### config.mk
export PLATFORM = sky130hd
export DESIGN_NAME = afpm_pin_mux
export DESIGN_NICKNAME = d
export VERILOG_FILES = /design/src/hdl/afpm_pkg.sv /design/src/hdl/afpm_pin_mux.sv
export SDC_FILE = /design/constraint.sdc
export NUM_CORES = 1
export LEC_CHECK = 0
export ABC_AREA = 1
export BUFFER_PORTS_ARGS = -buffer_cell sky130_fd_sc_hd__buf_2
export CAP_MARGIN = 40
export CELL_PAD_IN_SITES_DETAIL_PLACEMENT = 0
export CELL_PAD_IN_SITES_GLOBAL_PLACEMENT = 1
export CORE_ASPECT_RATIO = 0.75
export CORE_MARGIN = 4
export CORE_UTILIZATION = 22
export DETAILED_ROUTE_END_ITERATION = 10
export GPL_ROUTABILITY_DRIVEN = 0
export GPL_TIMING_DRIVEN = 0
export PLACE_DENSITY_LB_ADDON = 0.1
export SYNTH_ARGS = -nofsm -noshare
export SYNTH_HDL_FRONTEND = slang
export SYNTH_SLANG_ARGS = --single-unit
### constraint.sdc
create_clock -name clk -period 1.77 [get_ports clk]
set_input_delay 0.177 -clock clk [delete_from_list [all_inputs] [get_ports clk]]
set_output_delay 0.177 -clock clk [all_outputs]
set_load 0.02 [all_outputs]
### src/hdl/afpm_pkg.sv
// Purpose: constants for the alternate-function pin mux
// Assumes: port config nibbles of four bits per pin
// Notes:   nibble codes are plain defaults, adjust to the port block
package afpm_pkg;
  // pin configuration nibble codes
  localparam logic [3:0] AFPM_CFG_ANALOG   = 4'h0;
  localparam logic [3:0] AFPM_CFG_OUT_PP   = 4'h1;
  localparam logic [3:0] AFPM_CFG_OUT_OD   = 4'h5;
  localparam logic [3:0] AFPM_CFG_ALT_PP   = 4'h9;
  localparam logic [3:0] AFPM_CFG_ALT_OD   = 4'hd;
  // nibble positions within the config words
  localparam int AFPM_NIB_PA2 = 8;   // low word [11:8]
  localparam int AFPM_NIB_PA3 = 12;  // low word [15:12]
  localparam int AFPM_NIB_PA4 = 0;   // high word [3:0]
  localparam int AFPM_NIB_PA5 = 4;   // high word [7:4]
  localparam int AFPM_NIB_PA6 = 8;   // high word [11:8]
  localparam int AFPM_NIB_PB1 = 4;   // port b low word [7:4]
  // pin index of each line within the pin vectors
  localparam int AFPM_PIN_A2 = 0;
  localparam int AFPM_PIN_A3 = 1;
  localparam int AFPM_PIN_A4 = 2;
  localparam int AFPM_PIN_A5 = 3;
  localparam int AFPM_PIN_A6 = 4;
  localparam int AFPM_PIN_B1 = 5;
  // timer b remap bit positions
  localparam int AFPM_REMAP_CH1 = 4;
  localparam int AFPM_REMAP_CH2 = 5;
  localparam int AFPM_REMAP_CH4 = 7;
  // capture/compare enable bit positions (channel n at 4*(n-1))
  localparam int AFPM_CCE_CH1 = 0;
  localparam int AFPM_CCE_CH2 = 4;
  localparam int AFPM_CCE_CH3 = 8;
  localparam int AFPM_CCE_CH4 = 12;
  // serial controller mode codes
  localparam logic [1:0] AFPM_MODE_OFF  = 2'h0;
  localparam logic [1:0] AFPM_MODE_UART = 2'h1;
  localparam logic [1:0] AFPM_MODE_SPI  = 2'h2;
  localparam logic [1:0] AFPM_MODE_TWI  = 2'h3;
  localparam int AFPM_SPI_MASTER_BIT = 4;
  // pin drive sources, not used by the mux
  typedef enum logic [2:0] {
    AFPM_SRC_GPIO, AFPM_SRC_SPI, AFPM_SRC_TWI, AFPM_SRC_UART,
    AFPM_SRC_TIMER, AFPM_SRC_TRACE, AFPM_SRC_PKT
  } afpm_src_t;
endpackage : afpm_pkg

### src/hdl/afpm_pin_mux.sv
// Purpose: alternate-function selection for port a lines 2..6, port b lines 1..2
// Assumes: one clock, pins arrive asynchronously and are synchronised here
// Notes:   output selection is combinational; pin outputs are registered
//          pin reset synchroniser idles high, so rst_b alone never samples the strap

// What this block does
// RL1: ctrl2 spi clock out on line a2 gated
// RL2: ctrl2 slave clock input from line a2
// RL3: ctrl2 slave select input from line a3
// RL4: cpu trace clock on line a3 gated
// RL5: timer b ch2 out on a3 unremapped
// RL6: timer b ch2 capture from a3 unremapped
// RL7: analog inputs 4 and 5 on analog nibble
// RL8: packet trace frame on a4 without cpu trace
// RL9: packet trace data on a5 without cpu trace
// RL10: cpu trace bit2 on a4, four-wire trace
// RL11: cpu trace bit3 on a5, four-wire trace
// RL12: boot request sampled from a5 at reset
// RL13: timer a ch3 out on a6 when enabled
// RL14: timer a ch3 capture always from a6
// RL15: ctrl1 spi data out on b1 by role
// RL16: ctrl1 two-wire data open-drain on b1
// RL17: ctrl1 uart transmit on b1
// RL18: timer b ch1 out on b1 when remapped
// RL19: ctrl1 master data in from b2
// RL20: plain gpio when no alternate selected
// RL21: inputs always reach the gpio listeners of lines a2..a6, b1 and b2
module afpm_pin_mux
  import afpm_pkg::*;
(
  // clock and reset
  input  wire logic        clk,
  input  wire logic        rst_b,
  input  wire logic        pin_reset_n,
  // configuration
  input  wire logic [15:0] port_a_low_config,
  input  wire logic [15:0] port_a_high_config,
  input  wire logic [15:0] port_b_low_config,
  input  wire logic [7:0]  timer_b_remap_bits,
  input  wire logic [15:0] timer_b_output_enables,
  input  wire logic [15:0] timer_a_output_enables,
  input  wire logic [1:0]  ctrl1_mode_select,
  input  wire logic        ctrl1_spi_role,
  input  wire logic [1:0]  ctrl2_mode_select,
  input  wire logic [7:0]  ctrl2_spi_config,
  input  wire logic        trace_enable,
  input  wire logic        trace_four_wire,
  input  wire logic        packet_trace_enable,
  // gpio data
  input  wire logic [5:0]  gpio_out,
  // peripheral outputs
  input  wire logic        ctrl2_spi_clock,
  input  wire logic        cpu_trace_clock,
  input  wire logic        timer_b_ch2,
  input  wire logic        packet_trace_frame,
  input  wire logic        packet_trace_data,
  input  wire logic        cpu_trace_bit2,
  input  wire logic        cpu_trace_bit3,
  input  wire logic        timer_a_ch3,
  input  wire logic        ctrl1_spi_master_out_slave_in,
  input  wire logic        ctrl1_spi_slave_out_master_in,
  input  wire logic        ctrl1_twowire_data,
  input  wire logic        ctrl1_uart_transmit,
  input  wire logic        timer_b_ch1,
  // pins, index 0..5 = a2,a3,a4,a5,a6,b1; b2 input only here
  input  wire logic [5:0]  pin_in,
  input  wire logic        port_b_line2_in,
  output logic      [5:0]  pin_out,
  output logic      [5:0]  pin_oe,
  output logic      [1:0]  analog_connect,
  // inputs to peripherals
  output logic             ctrl2_spi_slave_clock,
  output logic             ctrl2_slave_select_n,
  output logic             timer_b_ch2_capture,
  output logic             timer_a_ch3_capture,
  output logic             ctrl1_spi_master_in,
  output logic      [5:0]  gpio_in,
  output logic             port_b_line2_gpio_in,
  output logic             boot_loader_request_n
);

  localparam int PIN_N = 6;

  function automatic logic [3:0] nib(input logic [15:0] w, input int pos);
    nib = w[pos +: 4];
  endfunction : nib

  function automatic logic is_alt(input logic [3:0] n);
    is_alt = (n == AFPM_CFG_ALT_PP) || (n == AFPM_CFG_ALT_OD);
  endfunction : is_alt

  function automatic logic is_out(input logic [3:0] n);
    is_out = (n == AFPM_CFG_OUT_PP) || (n == AFPM_CFG_OUT_OD);
  endfunction : is_out

  function automatic logic is_od(input logic [3:0] n);
    is_od = (n == AFPM_CFG_OUT_OD) || (n == AFPM_CFG_ALT_OD);
  endfunction : is_od

  // drive level of one pin: alternate source first, then gpio, else released
  function automatic logic pin_level(input logic sel, input logic alt, input logic [3:0] n,
                                     input logic gpio);
    if (sel) begin
      pin_level = alt;
    end else if (is_out(n)) begin
      pin_level = gpio; // see RL20
    end else begin
      pin_level = 1'b0; // see RL20
    end
  endfunction : pin_level

  // open-drain pins only ever pull low, so the enable carries the data
  function automatic logic pin_enable(input logic sel, input logic alt, input logic [3:0] n,
                                      input logic gpio);
    if (sel) begin
      pin_enable = is_od(n) ? !alt : 1'b1; // see RL16
    end else if (is_out(n)) begin
      pin_enable = is_od(n) ? !gpio : 1'b1; // see RL20
    end else begin
      pin_enable = 1'b0;
    end
  endfunction : pin_enable

  // input synchronisers; every pin is asynchronous to clk
  logic [PIN_N-1:0] sync1;
  logic [PIN_N-1:0] sync2;
  logic             b2_sync1;
  logic             b2_sync2;
  logic             rst_sync1;
  logic             rst_sync2;
  logic             rst_seen;
  logic             boot_req;

  always_ff @(posedge clk or negedge rst_b) begin
    if (!rst_b) begin
      sync1 <= '0;
      sync2 <= '0;
    end else begin
      sync1 <= pin_in;
      sync2 <= sync1;
    end
  end

  // line b2 is input only in this block
  always_ff @(posedge clk or negedge rst_b) begin
    if (!rst_b) begin
      b2_sync1 <= 1'b0;
      b2_sync2 <= 1'b0;
    end else begin
      b2_sync1 <= port_b_line2_in;
      b2_sync2 <= b2_sync1;
    end
  end

  // reset to the idle level so releasing rst_b is not taken for a pin reset
  always_ff @(posedge clk or negedge rst_b) begin
    if (!rst_b) begin
      rst_sync1 <= 1'b1;
      rst_sync2 <= 1'b1;
    end else begin
      rst_sync1 <= pin_reset_n;
      rst_sync2 <= rst_sync1;
    end
  end

  // synchronised pin levels
  wire line_a2 = sync2[AFPM_PIN_A2];
  wire line_a3 = sync2[AFPM_PIN_A3];
  wire line_a5 = sync2[AFPM_PIN_A5];
  wire line_a6 = sync2[AFPM_PIN_A6];
  wire line_b2 = b2_sync2;

  // strap follows the pin while pin reset is held and on the cycle after release,
  // then freezes so later use of the line as gpio cannot disturb it
  wire boot_window = !rst_sync2 || rst_seen;

  always_ff @(posedge clk or negedge rst_b) begin
    if (!rst_b) begin
      rst_seen <= 1'b0;
    end else begin
      rst_seen <= !rst_sync2;
    end
  end

  always_ff @(posedge clk or negedge rst_b) begin
    if (!rst_b) begin
      boot_req <= 1'b1;
    end else if (boot_window) begin
      boot_req <= line_a5; // see RL12
    end
  end

  // decoded nibbles
  wire [3:0] cfg_a2 = nib(port_a_low_config, AFPM_NIB_PA2);
  wire [3:0] cfg_a3 = nib(port_a_low_config, AFPM_NIB_PA3);
  wire [3:0] cfg_a4 = nib(port_a_high_config, AFPM_NIB_PA4);
  wire [3:0] cfg_a5 = nib(port_a_high_config, AFPM_NIB_PA5);
  wire [3:0] cfg_a6 = nib(port_a_high_config, AFPM_NIB_PA6);
  wire [3:0] cfg_b1 = nib(port_b_low_config, AFPM_NIB_PB1);

  // timer conditions
  wire remap1 = timer_b_remap_bits[AFPM_REMAP_CH1];
  wire remap2 = timer_b_remap_bits[AFPM_REMAP_CH2];
  wire remap4 = timer_b_remap_bits[AFPM_REMAP_CH4];
  wire tb_ch1_en = timer_b_output_enables[AFPM_CCE_CH1];
  wire tb_ch2_en = timer_b_output_enables[AFPM_CCE_CH2];
  wire tb_ch4_en = timer_b_output_enables[AFPM_CCE_CH4];
  wire ta_ch3_en = timer_a_output_enables[AFPM_CCE_CH3];

  // serial controller roles
  wire c2_spi    = (ctrl2_mode_select == AFPM_MODE_SPI);
  wire c2_master = c2_spi && ctrl2_spi_config[AFPM_SPI_MASTER_BIT];
  wire c2_slave  = c2_spi && !ctrl2_spi_config[AFPM_SPI_MASTER_BIT];
  wire c1_spi    = (ctrl1_mode_select == AFPM_MODE_SPI);
  wire c1_twi    = (ctrl1_mode_select == AFPM_MODE_TWI);
  wire c1_uart   = (ctrl1_mode_select == AFPM_MODE_UART);
  wire c1_master = c1_spi && ctrl1_spi_role;

  // per-pin alternate drive selection
  // a timer channel that is disabled or moved away frees its pin
  wire a2_spi  = is_alt(cfg_a2) && c2_master && (!tb_ch4_en || remap4); // see RL1
  wire a3_tmr  = is_alt(cfg_a3) && !remap2 && tb_ch2_en;                // see RL5
  wire a3_trc  = is_alt(cfg_a3) && trace_enable && !a3_tmr;              // see RL4
  wire a4_trc  = is_alt(cfg_a4) && trace_enable && trace_four_wire;     // see RL10
  wire a4_pkt  = is_alt(cfg_a4) && !trace_enable && packet_trace_enable; // see RL8
  wire a5_trc  = is_alt(cfg_a5) && trace_enable && trace_four_wire;     // see RL11
  wire a5_pkt  = is_alt(cfg_a5) && !trace_enable && packet_trace_enable; // see RL9
  wire a6_tmr  = is_alt(cfg_a6) && ta_ch3_en;                           // see RL13
  wire b1_free = !tb_ch1_en || !remap1;
  wire b1_tmr  = is_alt(cfg_b1) && remap1 && tb_ch1_en;                 // see RL18
  wire b1_spi  = is_alt(cfg_b1) && c1_spi && b1_free;                   // see RL15
  wire b1_twi  = is_alt(cfg_b1) && c1_twi && b1_free;                   // see RL16
  wire b1_uart = is_alt(cfg_b1) && c1_uart && b1_free;                  // see RL17
  wire b1_spi_data = ctrl1_spi_role ? ctrl1_spi_master_out_slave_in
                                    : ctrl1_spi_slave_out_master_in;   // see RL15

  // alternate level per pin, by the priorities of the selections above
  wire a2_alt = ctrl2_spi_clock;
  wire a3_alt = a3_tmr ? timer_b_ch2 : cpu_trace_clock;
  wire a4_alt = a4_trc ? cpu_trace_bit2 : packet_trace_frame;
  wire a5_alt = a5_trc ? cpu_trace_bit3 : packet_trace_data;
  wire a6_alt = timer_a_ch3;
  wire b1_alt = b1_tmr ? timer_b_ch1
              : b1_spi ? b1_spi_data
              : b1_twi ? ctrl1_twowire_data
              : ctrl1_uart_transmit;

  // any selected alternate source owns the pin
  wire a2_sel = a2_spi;
  wire a3_sel = a3_tmr || a3_trc;
  wire a4_sel = a4_trc || a4_pkt;
  wire a5_sel = a5_trc || a5_pkt;
  wire a6_sel = a6_tmr;
  wire b1_sel = b1_tmr || b1_spi || b1_twi || b1_uart;

  // next pin drive
  wire [PIN_N-1:0] next_out;
  wire [PIN_N-1:0] next_oe;
  assign next_out[AFPM_PIN_A2] = pin_level(a2_sel, a2_alt, cfg_a2, gpio_out[AFPM_PIN_A2]);
  assign next_out[AFPM_PIN_A3] = pin_level(a3_sel, a3_alt, cfg_a3, gpio_out[AFPM_PIN_A3]);
  assign next_out[AFPM_PIN_A4] = pin_level(a4_sel, a4_alt, cfg_a4, gpio_out[AFPM_PIN_A4]);
  assign next_out[AFPM_PIN_A5] = pin_level(a5_sel, a5_alt, cfg_a5, gpio_out[AFPM_PIN_A5]);
  assign next_out[AFPM_PIN_A6] = pin_level(a6_sel, a6_alt, cfg_a6, gpio_out[AFPM_PIN_A6]);
  assign next_out[AFPM_PIN_B1] = pin_level(b1_sel, b1_alt, cfg_b1, gpio_out[AFPM_PIN_B1]);

  // enables; open-drain lines release instead of driving high
  assign next_oe[AFPM_PIN_A2] = pin_enable(a2_sel, a2_alt, cfg_a2, gpio_out[AFPM_PIN_A2]);
  assign next_oe[AFPM_PIN_A3] = pin_enable(a3_sel, a3_alt, cfg_a3, gpio_out[AFPM_PIN_A3]);
  assign next_oe[AFPM_PIN_A4] = pin_enable(a4_sel, a4_alt, cfg_a4, gpio_out[AFPM_PIN_A4]);
  assign next_oe[AFPM_PIN_A5] = pin_enable(a5_sel, a5_alt, cfg_a5, gpio_out[AFPM_PIN_A5]);
  assign next_oe[AFPM_PIN_A6] = pin_enable(a6_sel, a6_alt, cfg_a6, gpio_out[AFPM_PIN_A6]);
  assign next_oe[AFPM_PIN_B1] = pin_enable(b1_sel, b1_alt, cfg_b1, gpio_out[AFPM_PIN_B1]);

  // registered drive adds one cycle of latency to every alternate output
  always_ff @(posedge clk or negedge rst_b) begin
    if (!rst_b) begin
      pin_out <= '0;
    end else begin
      pin_out <= next_out;
    end
  end

  always_ff @(posedge clk or negedge rst_b) begin
    if (!rst_b) begin
      pin_oe <= '0;
    end else begin
      pin_oe <= next_oe;
    end
  end

  // inputs: ungated listeners see the pin whatever drives it; gated ones idle inactive
  assign gpio_in               = sync2;                              // see RL21
  assign port_b_line2_gpio_in  = line_b2;                            // see RL21
  assign ctrl2_spi_slave_clock = c2_slave ? line_a2 : 1'b0;          // see RL2
  assign ctrl2_slave_select_n  = c2_slave ? line_a3 : 1'b1;          // see RL3
  assign timer_b_ch2_capture   = !remap2 ? line_a3 : 1'b0;           // see RL6
  assign timer_a_ch3_capture   = line_a6;                            // see RL14
  assign ctrl1_spi_master_in   = c1_master ? line_b2 : 1'b0;         // see RL19
  assign analog_connect        = {cfg_a5 == AFPM_CFG_ANALOG,
                                  cfg_a4 == AFPM_CFG_ANALOG};        // see RL7
  assign boot_loader_request_n = boot_req;                           // see RL12

endmodule : afpm_pin_mux

# After elaboration in Yosys (flattened, before gate mapping)
# Cells that the tools add are included.
# classes
n_div,0
muxes,47
magnitude_cmp,0
n_reduce_logical,75
n_addsub,0
bitwise,0
shift,0
eq_ne,28
mul,0
# op_table
cell,n
"equality test 4 bit, second input constant",12
two-way mux 1 bit,47
logical OR 1 bit,27
logical AND 1 bit,26
"equality test 4 x 1 -> 1 bit, second input constant",6
"equality test 4 x 3 -> 1 bit, second input constant",6
zero test 1 bit,20
zero test 4 bit,2
"equality test 2 bit, second input constant",3
"equality test 2 x 1 -> 1 bit, second input constant",1
# word_totals
reg_bits,30
latch_bits,0
ram_bits,0
memories,0
word_cells,160
rom_bits,0

# Longest topological paths before layout
# depth
depth_word,10
mapped_depth,10
ltp_nobuf,10

# Worst setup path after synthesis
# OpenSTA, ideal clock, no wires.
# synth_path
path_kind,in2out
from,input port_a_high_config[0]
to,output analog_connect[0]
arrival_time_ns,0.896
required_time_ns,1.593
path_stages,1
setup_slack_ns,0.697
n_path_buf,0
path_cell_list,nor4_1
# synth_between
elab_chain_len,1
# synth_rtl
element,line,text
start: declaration,afpm_pin_mux.sv:37,"input wire logic [15:0] port_a_high_config,"
zero test 4 bit,afpm_pin_mux.sv:300,cfg_a4 == AFPM_CFG_ANALOG};
end: declaration,afpm_pin_mux.sv:70,"output logic [1:0] analog_connect,"
# No other way between the ends.

# Worst setup path in the final report
# layout_path
from,"register sync2[0], in the netlist gpio_in[0]"
to,output ctrl2_spi_slave_clock
# layout_between
elab_chain_len,1
# layout_rtl
element,line,text
start: declaration,afpm_pin_mux.sv:126,logic [PIN_N-1:0] sync2;
start signal: assignment,afpm_pin_mux.sv:140,sync2 <= sync1;
two-way mux 1 bit,afpm_pin_mux.sv:294,assign ctrl2_spi_slave_clock = c2_slave ? line_a2 : 1'b0;
end: declaration,afpm_pin_mux.sv:72,"output logic ctrl2_spi_slave_clock,"
# No other way between the ends.

==> results.json <==
{
  "htreeDepth": 2,
  "wl_per_cell_um": 10.3,
  "cp.buffers_inverters": 1,
  "drtPass1Iterations": 4,
  "worstHoldPathCells": 2,
  "start_util": 0.231,
  "r2r_slack_ps": 690,
  "synth_flop_cell": "dfrtp_1",
  "relSlewSlack": 0.560,
  "rsz0062_at_grt": "no",
  "p_leak_nw": 1.23,
  "io_buffers": 95,
  "grt_pass1_wl_mm": 5.95,
  "cts_resized": 0,
  "tightest_slew_ps": 660,
  "timing.final.crit_share": 0.655,
  "nNetsFinal": 405,
  "regToRegStartpoint": "rst_sync2",
  "cts_setup_buffers": 0,
  "synth-seq-cells": 30,
  "cp_max_fo": 2,
  "initialDrtViolationCount": 26,
  "cp_cell_sequence": "and3_1, buf_2",
  "synth_nets": 294,
  "holdPathEnd": "pin_oe[0]",
  "setup_viol": 0,
  "cpPeakStageDelay_ps": 390,
  "p_per_area_mw_per_mm2": 771,
  "peakVddDrop_v": 0.000274,
  "clkSlewWorstSetupHoldPaths_ps": 60,
  "fill_cells": 641,
  "hold_viol": 0,
  "hpwl_mm": 3.04,
  "drv_cap": 0,
  "synthCells": 161,
  "grt_overflow": 0,
  "cpLargestDelayFamily": "flip-flops",
  "hold_class": "primary input to flip-flop",
  "grt_usage": 0.0963,
  "cts_buffer_depth": 2,
  "final_common_cell": "buf_2",
  "ys_seq_area_frac": 0.549,
  "critical_path.startpoint_type": "flip-flop",
  "clock_sinks": 30,
  "r2r_end": "boot_loader_request_n",
  "synth_top_area_frac": 0.491,
  "clk_latency_ps": 270,
  "vias_per_cell": 3.83,
  "ys_types": 29,
  "root_buffer": "clkbuf_8",
  "layout_common_cells": "buf_2, nand2_1, inv_1",
  "hp-start": "port_a_low_config[10]",
  "syn_to_final_growth_pct": 56.1,
  "drc": 0,
  "num_rows": 24,
  "utilization": 0.361,
  "synth_area_mm2": 0.00138,
  "reg2reg_depth": 3,
  "core-area_mm2": 0.00595,
  "ant_nets": 0,
  "die_w_um": 99.3,
  "critPathLaunch": "gpio_in[0]",
  "fin_tns_setup_ps": 0,
  "outcome": "complete, no violations",
  "avgSynthCellArea_um2": 8.54,
  "grt_pass1_vias": 1326,
  "layout-drive-gt1-share": 0.447,
  "fin_crit_ps": 1160,
  "die_y_um": 76.5,
  "yosysWarnings": 0,
  "arrival_ps": 980,
  "synth_edf_count": 0,
  "numCtsBuffers": 5,
  "drt-total-wl_mm": 3.62,
  "max_freq_ghz": 0.862,
  "synthTopCellsByArea": "dfrtp_1, nand2_1, inv_1",
  "finalMaxSlewViolations": 0,
  "critPathCaptureType": "output pin",
  "dieArea_mm2": 0.00759,
  "cts_tree": "built",
  "grt_max_degree": 31,
  "critPathSlowestCell": "dfrtp_1",
  "synth_top_area_cell": "dfrtp_1",
  "crit_type": "flip-flop to output pin",
  "antenna_found_initial": 0,
  "required_ps": 1590,
  "antenna_cells": 0,
  "skew_ps": 2.96,
  "pin_count": 160,
  "async_reset_ff_frac": 1.00,
  "vias": 1345
}
## area by class of cell
class | count | area [um2] | area share
timing repair buffer | 104 | 566 | 0.263
sequential | 30 | 754 | 0.351
multi-input combinational | 98 | 493 | 0.230
tap | 78 | 97.6 | 0.0455
buffer | 1 | 7.51 | 0.00350
inverter | 32 | 120 | 0.0559
clock buffer | 5 | 68.8 | 0.0321
clock inverter | 3 | 40.0 | 0.0186
## worst max-delay path by stage
stage,to,depth (start not counted)
6_report,ctrl2_spi_slave_clock,2
4_1_cts,ctrl2_spi_slave_clock,2
3_3_place_gp,pin_oe[5],11
5_1_grt,ctrl2_spi_slave_clock,2
3_5_place_dp,pin_oe[5],11
2_1_floorplan,analog_connect[0],1
## per-layer routing
| metal | GRT usage | up-vias | routed length, um |
|---|---|---|---|
| met4 | 0.0327 | 0 | 34 |
| met1 | 0.129 | 574 | 1680 |
| li1 | - | 724 | - |
| met2 | 0.145 | 45 | 1640 |
| met3 | 0.0311 | 2 | 268 |
| met5 | 0 | - | 0 |
## sequential cells by signal, summed over array words and instances, names as in the netlist
register / count
port_b_line2_gpio_in: 1
rst_sync2: 1
rst_seen: 1
pin_oe: 6
boot_loader_request_n: 1
b2_sync1: 1
gpio_in: 6
pin_out: 6
rst_sync1: 1
sync1: 6
## synthesized netlist by cell type (2+ instances only)
library cell and instances:
a21oi_1 3, a22oi_1 2, dfrtp_1 27, dfstp_2 3, inv_1 28, inv_2 4, nand2_1 36, nand2_2 2
nand3_1 13, nor2_1 17, nor2_2 3, nor2_4 2, nor3_1 2, nor4_1 2, o21ai_0 3
## power by group
part | internal [W] | leakage (nW) | switching, W
logic | 0.000119 | 0.806 | 0.000149
clock network | 0.000413 | 0.0579 | 0.000240
registers | 0.000724 | 0.368 | 0.00000958
## cell families (layout without fill, tap and decap cells)
group                  count (synthesis)  in the layout  synth area share
AO/OA/AOI/OAI                         16             16            0.0810
buffers and inverters                 33            145            0.0928
flip-flops                            30             30             0.549
multiplexers                           1              1           0.00819
AND/OR/NAND/NOR                       81             81             0.269
## repair_timing
action                                  CTS  global route
endpoints found under the setup margin    0             0
hold buffers                              8             1
endpoints found under the hold margin    34             1
## stage by stage
stage	hold slack (ps)	instance area, um2	setup WS [ps]	power, W	instances
3_3_place_gp	248	1950	692	0.00100	334
6_report	101	2150	610	0.00166	351
4_1_cts	1.28	2140	586	0.00169	350
3_5_place_dp	256	1950	697	0.00100	334
5_1_grt	89.7	2150	538	0.00176	351
2_1_floorplan	-119	1380	697	0.000858	161
(Power assumes the default switching activity.)
